===== src/verilog/cwm_pkg.sv =====
// Constants, register map and carrier types for the waveform mode core.
// Assumes a single 25 MHz clock domain; the Avalon-MM master is on that clock.
package cwm_pkg;
  localparam int CWM_AW = 6;
  localparam int CWM_DW = 32;
  localparam int CWM_DB_W = 6;
  localparam int CWM_NOUT = 4;
  localparam int CWM_NSRC = 8;
  localparam int CWM_SEL_W = 3;
  localparam int CWM_NSD = 2;

  // Byte offsets of the registers
  localparam logic [CWM_AW-1:0] CWM_OFS_CTRL0 = 6'h00;
  localparam logic [CWM_AW-1:0] CWM_OFS_CTRL1 = 6'h04;
  localparam logic [CWM_AW-1:0] CWM_OFS_DBR = 6'h08;
  localparam logic [CWM_AW-1:0] CWM_OFS_DBF = 6'h0C;
  localparam logic [CWM_AW-1:0] CWM_OFS_DBEN = 6'h10;
  localparam logic [CWM_AW-1:0] CWM_OFS_ISEL = 6'h14;
  localparam logic [CWM_AW-1:0] CWM_OFS_SHUT = 6'h18;
  localparam logic [CWM_AW-1:0] CWM_OFS_STEER = 6'h1C;
  localparam logic [CWM_AW-1:0] CWM_OFS_STAT = 6'h20;

  // Field positions
  localparam int CWM_EN_BIT = 7;
  localparam int CWM_DBR_EN_BIT = 0;
  localparam int CWM_DBF_EN_BIT = 1;
  localparam int CWM_SD_EN_LSB = 0;
  localparam int CWM_SD_SW_BIT = 2;
  localparam int CWM_AUTO_BIT = 3;
  localparam int CWM_OVR_LSB = 4;
  localparam int CWM_SHUT_BIT = 8;
  localparam int CWM_SDAT_LSB = 4;

  // Mode codes
  localparam logic [2:0] CWM_MODE_ASYNC = 3'h0;
  localparam logic [2:0] CWM_MODE_SYNC = 3'h1;
  localparam logic [2:0] CWM_MODE_FWD = 3'h2;
  localparam logic [2:0] CWM_MODE_REV = 3'h3;
  localparam logic [2:0] CWM_MODE_HB_DEF = 3'h4;
  localparam logic [2:0] CWM_MODE_PP_DEF = 3'h5;
  localparam logic [1:0] CWM_FB_HI = 2'h1;

  // Reset value of the output polarity bits: all active-high
  localparam logic [CWM_NOUT-1:0] CWM_POL_RST = 4'hF;

  typedef struct packed {
    logic en;
    logic [2:0] mode;
    logic [CWM_NOUT-1:0] pol;
    logic [CWM_DB_W-1:0] dbr;
    logic [CWM_DB_W-1:0] dbf;
    logic dbr_en;
    logic dbf_en;
    logic [CWM_SEL_W-1:0] isel;
    logic [CWM_NSD-1:0] sd_en;
    logic sd_sw;
    logic auto_rst;
    logic [CWM_NOUT-1:0] ovr;
    logic [CWM_NOUT-1:0] str;
    logic [CWM_NOUT-1:0] sdat;
  } cwm_cfg_s;

  typedef struct packed {
    logic read;
    logic write;
    logic [CWM_AW-1:0] address;
    logic [CWM_DW-1:0] writedata;
  } cwm_av_req_s;
endpackage


===== src/verilog/cwm_core.sv =====
// Complementary waveform mode core: one selected pulse input, four drive outputs.
// Assumes an Avalon-MM master on ref_clk; pulse and shutdown inputs are asynchronous.
// What this block does
// - One pulse input in every mode feeds up to four outputs.
// - Three-bit mode field selects one of six operating modes.
// - Off-to-on of one output is delayed after the other turns off.
// - Independent 6-bit rising and falling dead-band timers, each enabled separately.
// - Auto-shutdown in all modes: sources, auto-restart, override levels; in 000/001 unsteered outputs keep their steering data.
// - Half-bridge: A follows input, B inverse, dead band, never overlap.
// - Steering is unavailable in half-bridge mode.
// - Half-bridge: C and D mirror A and B with own polarity.
// - Push-pull: successive pulses alternate between A and B, no steering.
// - Push-pull sequencer resets when disabled or on shutdown.
// - After sequencer reset the first pulse appears on A.
// - Push-pull: C copies A, D copies B, own polarity each.
// - Full-bridge: three static outputs, one modulated, no steering.
// - Code 010: A active, B and C inactive, D modulated.
// - Code 011: C active, A and D inactive, B modulated.
// - Forward/reverse toggle by mode bit zero is accepted while enabled.
// - Full-bridge dead band only on a direction change.
// - Each output has its own polarity control.
// - 001 steering applies at input rise; 000 applies at once.
// - Direction changes at input rise; modulation resumes after dead band.
// - Dead band counts clock periods from zero up to programmed count.
// - Polarity set means active-high; overrides ignore polarity.
`timescale 1ns/1ps
module cwm_core
#(
  parameter logic [2:0] MODE_HB = cwm_pkg::CWM_MODE_HB_DEF,
  parameter logic [2:0] MODE_PP = cwm_pkg::CWM_MODE_PP_DEF
)
(
  input wire logic ref_clk,
  input wire logic reset_n,
  input wire cwm_pkg::cwm_av_req_s avs_req,
  output logic [cwm_pkg::CWM_DW-1:0] avs_readdata,
  output logic avs_waitrequest,
  input wire logic [cwm_pkg::CWM_NSRC-1:0] pulse_src,
  input wire logic [cwm_pkg::CWM_NSD-1:0] shutdown_src,
  output logic drive_out_a,
  output logic drive_out_b,
  output logic drive_out_c,
  output logic drive_out_d,
  output logic shutdown_active
);
  import cwm_pkg::*;

  if (MODE_HB == MODE_PP || MODE_HB[2:1] == CWM_FB_HI || MODE_PP[2:1] == CWM_FB_HI
      || MODE_HB[2:1] == 2'h0 || MODE_PP[2:1] == 2'h0)
  begin
    $error("cwm_core: half-bridge and push-pull codes must be distinct and unused");
  end

  function automatic logic pol_apply(input logic raw, input logic pol);
    pol_apply = pol ? raw : ~raw;
  endfunction

  function automatic logic db_done(input logic en, input logic [CWM_DB_W-1:0] cnt,
                                   input logic [CWM_DB_W-1:0] lim);
    db_done = !en || cnt == lim;
  endfunction

  cwm_cfg_s cfg_reg;
  logic wait_reg;
  logic [CWM_DW-1:0] rdata_reg;
  logic [CWM_NSRC-1:0] src_s1_reg, src_s2_reg;
  logic [CWM_NSD-1:0] sd_s1_reg, sd_s2_reg;
  logic sel_reg, sel_d_reg;
  logic shut_reg;
  logic hb_a_reg, hb_b_reg;
  logic [CWM_DB_W-1:0] rcnt_reg, fcnt_reg, fb_cnt_reg;
  logic pp_next_reg, pp_cur_reg;
  logic fb_dir_reg, fb_dead_reg;
  logic [CWM_NOUT-1:0] str_eff_reg;
  logic [CWM_NOUT-1:0] drive_reg;
  logic [CWM_NOUT-1:0] raw_next;
  logic [CWM_NOUT-1:0] drive_next;
  logic rise, sd_hit, is_fb, is_steer, pp_b, fb_limit_en;
  logic [CWM_DB_W-1:0] fb_limit;
  logic wr_go, rd_go;

  assign wr_go = avs_req.write && !wait_reg;
  assign rd_go = avs_req.read && wait_reg;
  assign rise = sel_reg && !sel_d_reg;
  assign sd_hit = (|(cfg_reg.sd_en & sd_s2_reg)) || cfg_reg.sd_sw;
  assign is_fb = cfg_reg.mode[2:1] == CWM_FB_HI;
  assign is_steer = cfg_reg.mode == CWM_MODE_ASYNC || cfg_reg.mode == CWM_MODE_SYNC;

  // Bus answers one cycle after the request appears; waitrequest idles high
  always_ff @(posedge ref_clk or negedge reset_n)
  begin
    if (!reset_n)
      wait_reg <= 1'b1;
    else if ((avs_req.read || avs_req.write) && wait_reg)
      wait_reg <= 1'b0;
    else
      wait_reg <= 1'b1;
  end

  always_ff @(posedge ref_clk or negedge reset_n)
  begin
    if (!reset_n)
    begin
      cfg_reg <= '0;
      cfg_reg.pol <= CWM_POL_RST;
    end
    else if (wr_go)
    begin
      case (avs_req.address)
        CWM_OFS_CTRL0:
        begin
          cfg_reg.en <= avs_req.writedata[CWM_EN_BIT];
          cfg_reg.mode <= avs_req.writedata[2:0];
        end
        CWM_OFS_CTRL1: cfg_reg.pol <= avs_req.writedata[CWM_NOUT-1:0];
        CWM_OFS_DBR: cfg_reg.dbr <= avs_req.writedata[CWM_DB_W-1:0];
        CWM_OFS_DBF: cfg_reg.dbf <= avs_req.writedata[CWM_DB_W-1:0];
        CWM_OFS_DBEN:
        begin
          cfg_reg.dbr_en <= avs_req.writedata[CWM_DBR_EN_BIT];
          cfg_reg.dbf_en <= avs_req.writedata[CWM_DBF_EN_BIT];
        end
        CWM_OFS_ISEL: cfg_reg.isel <= avs_req.writedata[CWM_SEL_W-1:0];
        CWM_OFS_SHUT:
        begin
          cfg_reg.sd_en <= avs_req.writedata[CWM_SD_EN_LSB +: CWM_NSD];
          cfg_reg.sd_sw <= avs_req.writedata[CWM_SD_SW_BIT];
          cfg_reg.auto_rst <= avs_req.writedata[CWM_AUTO_BIT];
          cfg_reg.ovr <= avs_req.writedata[CWM_OVR_LSB +: CWM_NOUT];
        end
        CWM_OFS_STEER:
        begin
          cfg_reg.str <= avs_req.writedata[CWM_NOUT-1:0];
          cfg_reg.sdat <= avs_req.writedata[CWM_SDAT_LSB +: CWM_NOUT];
        end
        default: cfg_reg <= cfg_reg;
      endcase
    end
  end

  always_ff @(posedge ref_clk or negedge reset_n)
  begin
    if (!reset_n)
      rdata_reg <= '0;
    else if (rd_go)
    begin
      rdata_reg <= '0;
      case (avs_req.address)
        CWM_OFS_CTRL0:
        begin
          rdata_reg[CWM_EN_BIT] <= cfg_reg.en;
          rdata_reg[2:0] <= cfg_reg.mode;
        end
        CWM_OFS_CTRL1: rdata_reg[CWM_NOUT-1:0] <= cfg_reg.pol;
        CWM_OFS_DBR: rdata_reg[CWM_DB_W-1:0] <= cfg_reg.dbr;
        CWM_OFS_DBF: rdata_reg[CWM_DB_W-1:0] <= cfg_reg.dbf;
        CWM_OFS_DBEN:
        begin
          rdata_reg[CWM_DBR_EN_BIT] <= cfg_reg.dbr_en;
          rdata_reg[CWM_DBF_EN_BIT] <= cfg_reg.dbf_en;
        end
        CWM_OFS_ISEL: rdata_reg[CWM_SEL_W-1:0] <= cfg_reg.isel;
        CWM_OFS_SHUT:
        begin
          rdata_reg[CWM_SD_EN_LSB +: CWM_NSD] <= cfg_reg.sd_en;
          rdata_reg[CWM_SD_SW_BIT] <= cfg_reg.sd_sw;
          rdata_reg[CWM_AUTO_BIT] <= cfg_reg.auto_rst;
          rdata_reg[CWM_OVR_LSB +: CWM_NOUT] <= cfg_reg.ovr;
          rdata_reg[CWM_SHUT_BIT] <= shut_reg;
        end
        CWM_OFS_STEER:
        begin
          rdata_reg[CWM_NOUT-1:0] <= cfg_reg.str;
          rdata_reg[CWM_SDAT_LSB +: CWM_NOUT] <= cfg_reg.sdat;
        end
        CWM_OFS_STAT:
          rdata_reg[CWM_NOUT+3:0] <= {shut_reg, pp_cur_reg, fb_dir_reg, fb_dead_reg, drive_reg};
        default: rdata_reg <= '0;
      endcase
    end
  end

  // Two-stage synchronisers; only the second stage feeds logic
  always_ff @(posedge ref_clk or negedge reset_n)
  begin
    if (!reset_n)
    begin
      src_s1_reg <= '0;
      src_s2_reg <= '0;
      sd_s1_reg <= '0;
      sd_s2_reg <= '0;
      sel_reg <= 1'b0;
      sel_d_reg <= 1'b0;
    end
    else
    begin
      src_s1_reg <= pulse_src;
      src_s2_reg <= src_s1_reg;
      sd_s1_reg <= shutdown_src;
      sd_s2_reg <= sd_s1_reg;
      sel_reg <= src_s2_reg[cfg_reg.isel];
      sel_d_reg <= sel_reg;
    end
  end

  // Source present wins over a restart or a software clear in the same cycle
  always_ff @(posedge ref_clk or negedge reset_n)
  begin
    if (!reset_n)
      shut_reg <= 1'b0;
    else if (!cfg_reg.en)
      shut_reg <= 1'b0;
    else if (sd_hit)
      shut_reg <= 1'b1;
    else if (cfg_reg.auto_rst && rise)
      shut_reg <= 1'b0;
    else if (wr_go && avs_req.address == CWM_OFS_SHUT && avs_req.writedata[CWM_SHUT_BIT])
      shut_reg <= 1'b0;
  end

  // Half-bridge edges: turn-off is immediate, turn-on waits for its dead-band count
  always_ff @(posedge ref_clk or negedge reset_n)
  begin
    if (!reset_n)
    begin
      hb_a_reg <= 1'b0;
      rcnt_reg <= '0;
    end
    else if (!sel_reg)
    begin
      hb_a_reg <= 1'b0;
      rcnt_reg <= '0;
    end
    else if (!hb_a_reg)
    begin
      if (db_done(cfg_reg.dbr_en, rcnt_reg, cfg_reg.dbr))
        hb_a_reg <= 1'b1;
      else
        rcnt_reg <= rcnt_reg + 1'b1;
    end
  end

  always_ff @(posedge ref_clk or negedge reset_n)
  begin
    if (!reset_n)
    begin
      hb_b_reg <= 1'b0;
      fcnt_reg <= '0;
    end
    else if (sel_reg)
    begin
      hb_b_reg <= 1'b0;
      fcnt_reg <= '0;
    end
    else if (!hb_b_reg)
    begin
      if (db_done(cfg_reg.dbf_en, fcnt_reg, cfg_reg.dbf))
        hb_b_reg <= 1'b1;
      else
        fcnt_reg <= fcnt_reg + 1'b1;
    end
  end

  always_ff @(posedge ref_clk or negedge reset_n)
  begin
    if (!reset_n)
    begin
      pp_next_reg <= 1'b0;
      pp_cur_reg <= 1'b0;
    end
    else if (!cfg_reg.en || shut_reg)
    begin
      pp_next_reg <= 1'b0;
      pp_cur_reg <= 1'b0;
    end
    else if (rise)
    begin
      pp_cur_reg <= pp_next_reg;
      pp_next_reg <= ~pp_next_reg;
    end
  end

  // Reverse dead band times forward-to-reverse, forward dead band the other way
  assign fb_limit = fb_dir_reg ? cfg_reg.dbr : cfg_reg.dbf;
  assign fb_limit_en = fb_dir_reg ? cfg_reg.dbr_en : cfg_reg.dbf_en;

  always_ff @(posedge ref_clk or negedge reset_n)
  begin
    if (!reset_n)
    begin
      fb_dir_reg <= 1'b0;
      fb_dead_reg <= 1'b0;
      fb_cnt_reg <= '0;
    end
    else if (!cfg_reg.en || !is_fb)
    begin
      // The write that enables a full-bridge mode sets its direction at once
      fb_dir_reg <= (wr_go && avs_req.address == CWM_OFS_CTRL0) ?
                    avs_req.writedata[0] : cfg_reg.mode[0];
      fb_dead_reg <= 1'b0;
      fb_cnt_reg <= '0;
    end
    else if (rise && cfg_reg.mode[0] != fb_dir_reg)
    begin
      fb_dir_reg <= cfg_reg.mode[0];
      fb_dead_reg <= 1'b1;
      fb_cnt_reg <= '0;
    end
    else if (fb_dead_reg)
    begin
      if (db_done(fb_limit_en, fb_cnt_reg, fb_limit))
        fb_dead_reg <= 1'b0;
      else
        fb_cnt_reg <= fb_cnt_reg + 1'b1;
    end
  end

  // Asynchronous steering loads at once; synchronous waits for an input rise
  always_ff @(posedge ref_clk or negedge reset_n)
  begin
    if (!reset_n)
      str_eff_reg <= '0;
    else if (!cfg_reg.en || cfg_reg.mode == CWM_MODE_ASYNC)
      str_eff_reg <= cfg_reg.str;
    else if (cfg_reg.mode == CWM_MODE_SYNC && rise)
      str_eff_reg <= cfg_reg.str;
  end

  // A rise in this cycle already belongs to the next sequencer slot
  assign pp_b = rise ? pp_next_reg : pp_cur_reg;

  always_comb
  begin
    raw_next = '0;
    if (cfg_reg.mode == MODE_HB)
      raw_next = {hb_b_reg, hb_a_reg, hb_b_reg, hb_a_reg};
    else if (cfg_reg.mode == MODE_PP)
      raw_next = {sel_reg & pp_b, sel_reg & ~pp_b, sel_reg & pp_b, sel_reg & ~pp_b};
    else if (is_fb)
      raw_next = {~fb_dir_reg & sel_reg & ~fb_dead_reg, fb_dir_reg,
                  fb_dir_reg & sel_reg & ~fb_dead_reg, ~fb_dir_reg};
  end

  // Steering exists only in the two steering modes; other modes ignore it
  always_comb
  begin
    drive_next = '0;
    for (int i = 0; i < CWM_NOUT; i++)
    begin
      if (!cfg_reg.en)
        drive_next[i] = pol_apply(1'b0, cfg_reg.pol[i]);
      else if (is_steer)
      begin
        if (!str_eff_reg[i])
          drive_next[i] = cfg_reg.sdat[i];
        else if (shut_reg)
          drive_next[i] = cfg_reg.ovr[i];
        else
          drive_next[i] = pol_apply(sel_reg, cfg_reg.pol[i]);
      end
      else if (shut_reg)
        drive_next[i] = cfg_reg.ovr[i];
      else
        drive_next[i] = pol_apply(raw_next[i], cfg_reg.pol[i]);
    end
  end

  always_ff @(posedge ref_clk or negedge reset_n)
  begin
    if (!reset_n)
      drive_reg <= '0;
    else
      drive_reg <= drive_next;
  end

  assign drive_out_a = drive_reg[0];
  assign drive_out_b = drive_reg[1];
  assign drive_out_c = drive_reg[2];
  assign drive_out_d = drive_reg[3];
  assign shutdown_active = shut_reg;
  assign avs_readdata = rdata_reg;
  assign avs_waitrequest = wait_reg;

  hb_no_overlap_a: assert property (@(posedge ref_clk) disable iff (!reset_n)
    !(hb_a_reg && hb_b_reg))
    else $error("half-bridge outputs overlap");

  hb_rise_count_a: assert property (@(posedge ref_clk) disable iff (!reset_n)
    $rose(hb_a_reg) && $past(cfg_reg.dbr_en) |-> $past(rcnt_reg) == $past(cfg_reg.dbr))
    else $error("rising dead band ended at wrong count");

  pp_reset_a: assert property (@(posedge ref_clk) disable iff (!reset_n)
    !cfg_reg.en || shut_reg |=> !pp_next_reg && !pp_cur_reg)
    else $error("push-pull sequencer not reset");

  pp_first_a: assert property (@(posedge ref_clk) disable iff (!reset_n)
    cfg_reg.en && !shut_reg && cfg_reg.mode == MODE_PP && rise && !pp_next_reg && !sd_hit
    |=> drive_out_a == $past(cfg_reg.pol[0]) && drive_out_b == !$past(cfg_reg.pol[1]))
    else $error("first push-pull pulse not on A");

  fb_switch_a: assert property (@(posedge ref_clk) disable iff (!reset_n)
    cfg_reg.en && is_fb && rise && cfg_reg.mode[0] != fb_dir_reg && !wr_go
    |=> fb_dead_reg && fb_dir_reg == $past(cfg_reg.mode[0]))
    else $error("direction change not taken at input rise");

  fb_dead_mute_a: assert property (@(posedge ref_clk) disable iff (!reset_n)
    fb_dead_reg |-> !raw_next[1] && !raw_next[3])
    else $error("modulated output active during dead band");

  fwd_levels_a: assert property (@(posedge ref_clk) disable iff (!reset_n)
    cfg_reg.en && !shut_reg && cfg_reg.mode == CWM_MODE_FWD && !fb_dir_reg
    |=> drive_out_a == $past(cfg_reg.pol[0]) && drive_out_b == !$past(cfg_reg.pol[1])
        && drive_out_c == !$past(cfg_reg.pol[2]))
    else $error("forward full-bridge static levels wrong");

  rev_levels_a: assert property (@(posedge ref_clk) disable iff (!reset_n)
    cfg_reg.en && !shut_reg && cfg_reg.mode == CWM_MODE_REV && fb_dir_reg
    |=> drive_out_c == $past(cfg_reg.pol[2]) && drive_out_a == !$past(cfg_reg.pol[0])
        && drive_out_d == !$past(cfg_reg.pol[3]))
    else $error("reverse full-bridge static levels wrong");

  shut_override_a: assert property (@(posedge ref_clk) disable iff (!reset_n)
    cfg_reg.en && shut_reg && !is_steer
    |=> drive_out_a == $past(cfg_reg.ovr[0]) && drive_out_d == $past(cfg_reg.ovr[3]))
    else $error("shutdown override level not driven");
endmodule


===== config.mk =====
export PLATFORM = sky130hd
export DESIGN_NAME = cwm_core
export DESIGN_NICKNAME = d
export VERILOG_FILES = /design/src/verilog/cwm_pkg.sv /design/src/verilog/cwm_core.sv
export SDC_FILE = /design/constraint.sdc
export NUM_CORES = 1
export LEC_CHECK = 0
export ABC_AREA = 1
export CAP_MARGIN = 5
export CORE_MARGIN = 5
export CORE_UTILIZATION = 60
export DETAILED_ROUTE_END_ITERATION = 10
export DONT_BUFFER_PORTS = 1
export GPL_TIMING_DRIVEN = 0
export PLACE_DENSITY = 0.8
export SLEW_MARGIN = 0
export SYNTH_ARGS = -nofsm -noshare
export SYNTH_HDL_FRONTEND = slang
export SYNTH_SLANG_ARGS = --single-unit

===== constraint.sdc =====
create_clock -name ref_clk -period 1.7 [get_ports ref_clk]
set_input_delay 0.085 -clock ref_clk [delete_from_list [all_inputs] [get_ports ref_clk]]
set_output_delay 0.085 -clock ref_clk [all_outputs]
set_load 0.005 [all_outputs]

==> Word-level counts from Yosys, hierarchy flattened <==
Cells that the tools add are included.
{ "op_classes": {"bitwise_logic": 16, "magnitude_cmp": 1, "add_sub_neg": 3, "n_eq_ne": 22, "reduce_logical": 44, "n_mux": 80} }
{ "ops": {"columns": ["cell", "count"], "rows": [
  ["$mux W6", 11],
  ["$mux W1", 57],
  ["$eq A6 B5 Y1 const B", 4],
  ["$reduce_and A2 Y1", 11],
  ["$mux W4", 5],
  ["$add A6 B1 Y6 const B", 3],
  ["$eq A6 B6 Y1", 3],
  ["$pmux W2 S9", 1],
  ["$eq A6 B4 Y1 const B", 2],
  ["$logic_and A1 B1 Y1", 10],
  ["$pmux W2 S5", 1],
  ["$logic_or A1 B1 Y1", 9],
  ["$not A1 Y1", 9],
  ["$ne A2 B2 Y1 const B", 4],
  ["$pmux W1 S8", 1],
  ["$logic_not A1 Y1", 7],
  ["$and A1 B1 Y1", 6],
  ["$eq A3 B3 Y1 const B", 2],
  ["$eq A6 B3 Y1 const B", 1],
  ["$eq A6 B6 Y1 const B", 1],
  ["$logic_not A6 Y1", 1],
  ["$pmux W1 S6", 1],
  ["$reduce_bool A2 Y1", 3],
  ["$lt A3 B4 Y1 const B", 1],
  ["12 further kinds", 12]
]} }
{ "totals": {"reg_bits": 106, "output_inout_bits": 38} }

==> Longest topological paths before layout <==
Gate-level depths: netlist of run 1.
{ "depth": {"depth_word": 12, "mapped_depth": 14} }

==> Worst setup path before layout of run 1 <==
OpenSTA, ideal clock, no wires.
{ "synth_timing": {"kind": "reg-to-reg", "startpoint": "register fb_dir_reg", "endpoint": "register fb_cnt_reg[5]", "arrival_time_ps": 1331, "stages_incl_launch_ff": 11, "n_path_buf": 1, "slack_ps": 252, "synth_period_minus_slack_ps": 1448, "path_cell_list": "dfrtp_1 > buf_6 > nand2_1 > o21ai_1 > xor2_1 > nor2_1 > nand3_2 > nand2_4 > nand3_4 > nand2_1 > nand2_1"} }
{ "synth_via": {"elab_chain_cells": 5, "word_cells_on_any_way": 12, "classes_between": "eq/ne (3); mux (4); reduce/logical (5)"} }
{ "synth_lines": {"columns": ["item", "line_no", "rtl"], "rows": [
  ["from (decl)", "cwm_core.sv:73", "logic fb_dir_reg, fb_dead_reg;"],
  ["from (signal assigned)", "cwm_core.sv:298", "fb_dir_reg <= (wr_go && avs_req.address == CWM_OFS_CTRL0) ?"],
  ["from (signal assigned)", "cwm_core.sv:305", "fb_dir_reg <= cfg_reg.mode[0];"],
  ["$mux W6 or $mux W1 (tied branches)", "cwm_core.sv:284, cwm_core.sv:285", null],
  ["$eq A6 B6 Y1 or $logic_not A1 Y1 (tied branches)", "cwm_core.sv:60", "db_done = !en || cnt == lim;"],
  ["$logic_or A1 B1 Y1", "cwm_core.sv:60", null],
  ["$ne A3 B3 Y1 (no line)", null, null],
  ["$reduce_and A2 Y1 (no line)", null, null],
  ["to (signal assigned)", "cwm_core.sv:314", "fb_cnt_reg <= fb_cnt_reg + 1'b1;"],
  ["to (decl)", "cwm_core.sv:71", "logic [CWM_DB_W-1:0] rcnt_reg, fcnt_reg, fb_cnt_reg;"]
]} }
Parallel ways exist; a longest one is shown, timed or not.
A chain may end at the register's enable or synchronous reset.

==> Worst setup path in the final report of run 1 <==
{ "layout_timing": {"startpoint": "register fb_dir_reg", "endpoint": "register fb_cnt_reg[4]"} }
The elaborated chain is that of the path after synthesis.

==> results of run 1 <==
[cell usage after synthesis (2+ instances only)]
library cell	n
xnor2_1	3
nand3_1	57
inv_2	4
nand4_1	6
nor3_1	8
nor4_1	4
o21ai_2	4
o21ai_0	63
o21ai_1	11
buf_4	23
o221ai_1	2
nor2_2	3
buf_2	6
nand2_4	2
dfrtp_1	101
ha_1	3
a221oi_1	2
a21oi_1	22
clkbuf_1	6
o22ai_1	8
nand2_1	167
nor3_4	2
dfstp_2	5
nor2_1	58
xor2_1	19
a31oi_1	6
inv_1	77
[per-layer routing]
| layer | vias to the layer above | track usage (%) | part of all wire (%) | routed length [um] |
|---|---|---|---|---|
| met5 | - | 0 | 0 | 0 |
| met4 | 0 | 7.863 | 2.4 | 358 |
| met3 | 32 | 6.001 | 8.5 | 1255 |
| met2 | 209 | 41.76 | 48 | 7028 |
| li1 | 2323 | - | - | - |
| met1 | 2372 | 35.88 | 41 | 6040 |
[final cells by class]
cell class | count | area, um2 | area share, %
clock inverters | 6 | 56.30 | 0.8815
multi-input cells | 484 | 2436 | 38.14
flip-flops and latches | 106 | 2661 | 41.66
well taps | 111 | 138.9 | 2.174
repair buffers | 40 | 387.9 | 6.072
clock buffers | 10 | 137.6 | 2.155
plain buffers | 36 | 247.7 | 3.879
inverters | 83 | 321.6 | 5.034
[what timing repair did]
action / 4_1_cts / 5_1_grt
cloned: 0 / 2
buffers inserted: 0 / 15
hold endpoints to repair: 138 / 106
pin swaps: 1 / 9
gates resized for setup: 4 / 30
setup endpoints to repair: 3 / 32
[worst paths after layout]
kind                                from               to  slack, ns  depth (start not counted)
setup / recovery              fb_dir_reg    fb_cnt_reg[4]       0.04                         11
hold / removal                   reset_n      fcnt_reg[3]      -0.63                          0
setup reg to reg              fb_dir_reg    fb_cnt_reg[4]       0.04                         11
hold reg to reg            src_s1_reg[6]    src_s2_reg[6]       0.35                          0
max in group asynchronous        reset_n  avs_waitrequest       2.07                          0
min in group ref_clk          avs_req[1]      cfg_reg[28]       0.04                          2
[cells in the final DEF (no fill, tap or decap), types with 5 or more instances in the layout]
master,count
inv_1,73
nand4_1,6
nand2_2,7
nor3_1,7
dfstp_2,5
clkbuf_1,6
nand3_1,55
nor2_1,57
o21ai_0,61
o22ai_1,8
inv_2,6
a21oi_1,22
dlygate4sd3_1,24
xor2_1,19
dfrtp_1,99
conb_1,23
a31oi_1,6
nand2_1,160
o21ai_1,13
clkbuf_8,10
buf_4,34
[cells by family after synthesis]
group | synth area share [%]
buffers and inverters | 10.02
XOR/XNOR | 3.508
AND/OR/NAND/NOR | 24.92
AO/OA/AOI/OAI | 12.39
flip-flops | 48.41
other | 0.06827
adder cells (fa/ha/maj) | 0.6834
[power by group through the flow]
stage          Clock, mW  Sequential [mW]  Combinational [mW]
2_1_floorplan          0             2.85               0.551
3_3_place_gp           0             2.90               0.695
3_5_place_dp           0             2.90               0.711
4_1_cts             1.58             2.85               0.772
5_1_grt             1.67             2.88               0.981
6_report            1.56             2.86               0.884
[critical path, delay by kind of cell, from the launching register on]
family                    cells  cell delay, ns
AOI/OAI and AO/OA             1            0.07
and+or+nand+nor               7            0.65
xor gates and xnor gates      1            0.16
buffers and inverters         2            0.25
DFF                           1            0.42
[per-stage QoR]
stage | util (%) | setup TNS, ns
4_1_cts | 67.99 | 0
2_1_floorplan | - | 0
6_report | 70.46 | 0
5_1_grt | 70.46 | -0.7301
3_5_place_dp | 63.04 | -0.04099
3_3_place_gp | 63.04 | 0
==> flow_summary.json, run 1 <==
{
  "synth_largest_area_cell": "dfrtp_1",
  "drv_slew": 0,
  "synthesized_instance_count": 686,
  "floorplan.initialDensity_pct": 60.59,
  "setup.worst_path.start_class": "register",
  "synth-edff-count": 0,
  "ys_dominant_reg_cell": "dfrtp_1",
  "cellPowerDensity_nw_per_um2": 830.6,
  "post-place-cells": 819,
  "gr-usage-all-layers_pct": 26.19,
  "grt_antenna_before_repair": 0,
  "period_share_pct": 97.43,
  "power_mw": 5.306,
  "final_hold_viol_count": 106,
  "p_seq_share_pct": 53.9,
  "ctsRootBufferMaster": "clkbuf_8",
  "achievable-frequency_ghz": 0.6037,
  "clk_transition_reported_paths_ns": 0.11,
  "yosys_warnings": 0,
  "dp_hpwl_um": 10230,
  "timing.slew.headroom_pct": 64.48,
  "cellLeakagePower_nw": 3.162,
  "flop_and_latch_count_out_of_synthesis": 106,
  "floorplan.die.height_um": 105.7,
  "drt-pass1-iter-count": 5,
  "vdd.ir_drop.worst_mv": 0.6179,
  "synthArstFlopShare_pct": 100.0,
  "cp_slowest_stage_delay_ns": 0.42,
  "critical_path_class": "reg -> reg",
  "synthTopCellsByArea": "dfrtp_1 (46%), nand2_1 (11%), o21ai_0 (5.7%), inv_1 (5.3%), nand3_1 (5.2%)",
  "yosysTopAreaCellShare_pct": 46.01,
  "die_area_um2": 11170,
  "finalSetupViolCount": 0,
  "drt_first_iter_violations": 373,
  "tritoncts": "yes",
  "core_area_um2": 9065,
  "pin_count": 90,
  "cell_internal_pwr_mw": 3.639,
  "diodes": 0,
  "synth_cell_types": 41,
  "post_drt_via_cell_ratio": 5.635,
  "max_cap_viol_count": 0,
  "postCtsHoldBufs": 24,
  "port_buffers": 0,
  "bufs_on_longest_clock_path": 2,
  "clock_power_share_pct": 29.4,
  "netlist_area_um2": 5493,
  "place.gp.congestion": 0.9675,
  "die_w_um": 105.7,
  "p_sw_mw": 1.666,
  "cell_repeated_most_along_the_worst_path": "nand2_1",
  "finalClockSkew_ns": 0.01742,
  "post-route-drc-count": 0,
  "worst_setup_path_end_kind": "register",
  "clock_latency_ns": 0.39,
  "min_path_type": "in -> async",
  "layout-area-overhead-vs-synth_pct": 16.29,
  "route.vias.total": 4936,
  "globalRoute.totalOverflow": 0,
  "power.switching_fraction_pct": 31.41,
  "numCtsBuffers": 9,
  "tightest_slew_ns": 0.5328,
  "grt_pass1_vias": 4552,
  "cp_data_required_time_ns": 1.98,
  "mean_post_synth_cell_area_um2": 8.007,
  "layout.cell_area.non_filler_um2": 6387,
  "crit_fanout": 5,
  "ys_seq_area_share_pct": 48.41,
  "failing_checks": "hold timing",
  "final_critical_path_setup_slack_ns": 0.04366,
  "drive_gt1_share_pct": 14.12,
  "global_route_wire_length_before_repair_um": 22890,
  "h-tree-depth": 3,
  "clock_sinks": 106,
  "routed_wirelength_um": 14680,
  "period_needed_ns": 1.656,
  "crit_chain": "buf_6, buf_6, nand2_1, o21ai_1, xor2_1, nor2_1, nand3_2, nand2_4, nand3_4, nand2_1, nand2_1",
  "worst-endpoint-arrival_ns": 1.93,
  "filler_cell_count": 704,
  "number_of_flip_flops_under_the_largest_register_name": 41,
  "grt_setup_unrepaired": "true",
  "final_nets": 815,
  "placed_area_um2": 5714,
  "floorplan.rows": 35,
  "final_cell_count_no_fill": 876,
  "worst_path_max_delay_cell": "dfrtp_2",
  "comb_power_share_pct": 16.7,
  "ant_nets": 0,
  "dp_worst_slack_ns": -0.02373,
  "routed_wire_length_per_instance_um": 16.76,
  "hold_ws_ns": -0.6264,
  "grt_start_max_net_pins": 107,
  "status": "complete, but fails checks"
}
Note: power is estimated with default switching activity, not from simulation.
==> run 2: changes to the inputs <==
==> constraint.sdc (replaced) <==
create_clock -name ref_clk -period 1.7 [get_ports ref_clk]
set_input_delay 0.425 -clock ref_clk [delete_from_list [all_inputs] [get_ports ref_clk]]
set_output_delay 0.425 -clock ref_clk [all_outputs]
set_load 0.005 [all_outputs]
==> run 2 against run 1 <==
Effect of this change:
- the run still ends with hold timing left
- critical path depth is 3 lower
- flip-flop and latch count stayed put
- worst hold slack better by 0.35 ns
- total power is 0.96% lower
- sequential power hardly changed
- non-clock buffer count is 24 lower
- via count is 2.2% lower
- combinational power is 4.9% lower
- count of clock-buffer cells in the layout stayed put
- global-route usage is 0.47 points lower
- critical path type unchanged
==> flow_summary.json, run 2 (same netlist as run 1, synthesis figures left out) <==
{
  "timing.reg2reg.setup_slack_ns": 0.06,
  "min_path_type": "in -> async",
  "numCtsBuffers": 9,
  "port_buffers": 0,
  "busiest_layer": "met2",
  "placed_area_um2": 5714,
  "global_route_wire_length_before_repair_um": 22440,
  "worst-endpoint-arrival_ns": 1.92,
  "finalSetupViolCount": 0,
  "post-route-drc-count": 0,
  "bufs_on_longest_clock_path": 2,
  "grt_setup_unrepaired": "true",
  "worst_setup_path_end_kind": "register",
  "clk_transition_reported_paths_ns": 0.11,
  "achievable-frequency_ghz": 0.6101,
  "cell_repeated_most_along_the_worst_path": "nand3_1",
  "diodes": 0,
  "h-tree-depth": 3,
  "period_needed_ns": 1.639,
  "gr-usage-all-layers_pct": 25.72,
  "critical_path_class": "reg -> reg",
  "floorplan.die.height_um": 105.7,
  "cellPowerDensity_nw_per_um2": 850.7,
  "post-place-cells": 819,
  "crit_fanout": 7,
  "post_drt_via_cell_ratio": 5.668,
  "layout-area-overhead-vs-synth_pct": 12.46,
  "final_cell_count_no_fill": 852,
  "layout_common_cells": "nand2_1 (153), dfrtp_1 (99), inv_1 (73)",
  "max_cap_viol_count": 0,
  "finalClockSkew_ns": 0.01811,
  "final_nets": 791,
  "dp_worst_slack_ns": -0.2029,
  "cp_data_required_time_ns": 1.98,
  "vdd.ir_drop.worst_mv": 0.6056,
  "grt_start_max_net_pins": 107,
  "ant_nets": 0,
  "floorplan.rows": 35,
  "crit_chain": "inv_1, nor2_1, nor4_1, nand3_1, nand3_4, clkinvlp_4, nand3_1, nand2_1",
  "die_w_um": 105.7,
  "place.gp.congestion": 0.9675,
  "timing.slew.headroom_pct": 65.12,
  "period_share_pct": 96.42,
  "critPathBufInv": 2,
  "tightest_slew_ns": 0.5232,
  "power_mw": 5.255,
  "routed_wire_length_per_instance_um": 16.93,
  "ctsRootBufferMaster": "clkbuf_8",
  "final_critical_path_setup_slack_ns": 0.06090,
  "die_area_um2": 11170,
  "pin_count": 90,
  "totalNegativeSetupSlack_ns": 0,
  "globalRoute.totalOverflow": 0,
  "status": "complete, but fails checks",
  "final_core_utilization_pct": 68.14,
  "met3_usage_grt_pct": 5.879,
  "final_hold_viol_count": 106,
  "worst_path_max_delay_cell": "dfrtp_2",
  "drt_first_iter_violations": 440,
  "floorplan.initialDensity_pct": 60.59,
  "worst_path_dominant_cell_family": "simple AND/OR/NAND/NOR gates",
  "drt-pass1-iter-count": 5,
  "drive_gt1_share_pct": 16.19,
  "grt_pass1_vias": 4452,
  "layout_commonest_cell": "nand2_1",
  "grt_util_met1_pct": 35.35,
  "drv_slew": 0,
  "failing_checks": "hold timing",
  "cellLeakagePower_nw": 3.055,
  "grt_antenna_before_repair": 0,
  "clock_latency_ns": 0.39,
  "routed_wirelength_um": 14420,
  "number_of_flip_flops_under_the_largest_register_name": 41,
  "hold_ws_ns": -0.2797,
  "dp_hpwl_um": 10230,
  "core_area_um2": 9065,
  "clock_sinks": 106,
  "gr-usage-met2_pct": 41.17,
  "tritoncts": "yes",
  "setup.worst_path.start_class": "register",
  "layout.cell_area.non_filler_um2": 6177,
  "route.vias.total": 4829,
  "cp_slowest_stage_delay_ns": 0.45
}
[run 2: layout make-up]
cell class	instances	area [um2]
Fill cell	745	2888
Clock inverter	6	56.30
Multi-Input combinational cell	484	2481
Tap cell	111	138.9
Inverter	83	326.6
Sequential cell	106	2661
Timing Repair Buffer	16	127.6
Buffer	36	247.7
Clock buffer	10	137.6
[run 2: report_power, final]
group	switching [mW]	internal (mW)	total, mW
clock network	0.947	0.602	1.55
logic	0.543	0.298	0.841
registers	0.161	2.70	2.86
[run 2: path summary, 6_finish.rpt]
| path | cells past startpoint | startpoint | end |
|---|---|---|---|
| max in group asynchronous | 0 | reset_n | cfg_reg[33] |
| setup reg to reg | 8 | fcnt_reg[3] | fcnt_reg[0] |
| hold / removal | 0 | reset_n | src_s2_reg[0] |
| hold reg to reg | 0 | src_s1_reg[6] | src_s2_reg[6] |
| min in group ref_clk | 0 | shutdown_src[0] | sd_s1_reg[0] |
| setup / recovery | 8 | fcnt_reg[3] | fcnt_reg[0] |
[run 2: layer usage]
layer  part of all wire (%)  routed length (um)  vias up
met5                      0                   0        -
met4                    2.1                 297        0
met3                    7.4                1071       25
met2                     48                6919      197
met1                     43                6132     2329
li1                       -                   -     2278
[run 2: repair_timing]
item / in CTS / in global routing
hold endpoints to repair: 106 / 106
cloned: 0 / 2
gates resized for setup: 4 / 48
setup buffers: 0 / 15
pin swaps: 1 / 13
endpoints found under the setup margin: 3 / 27
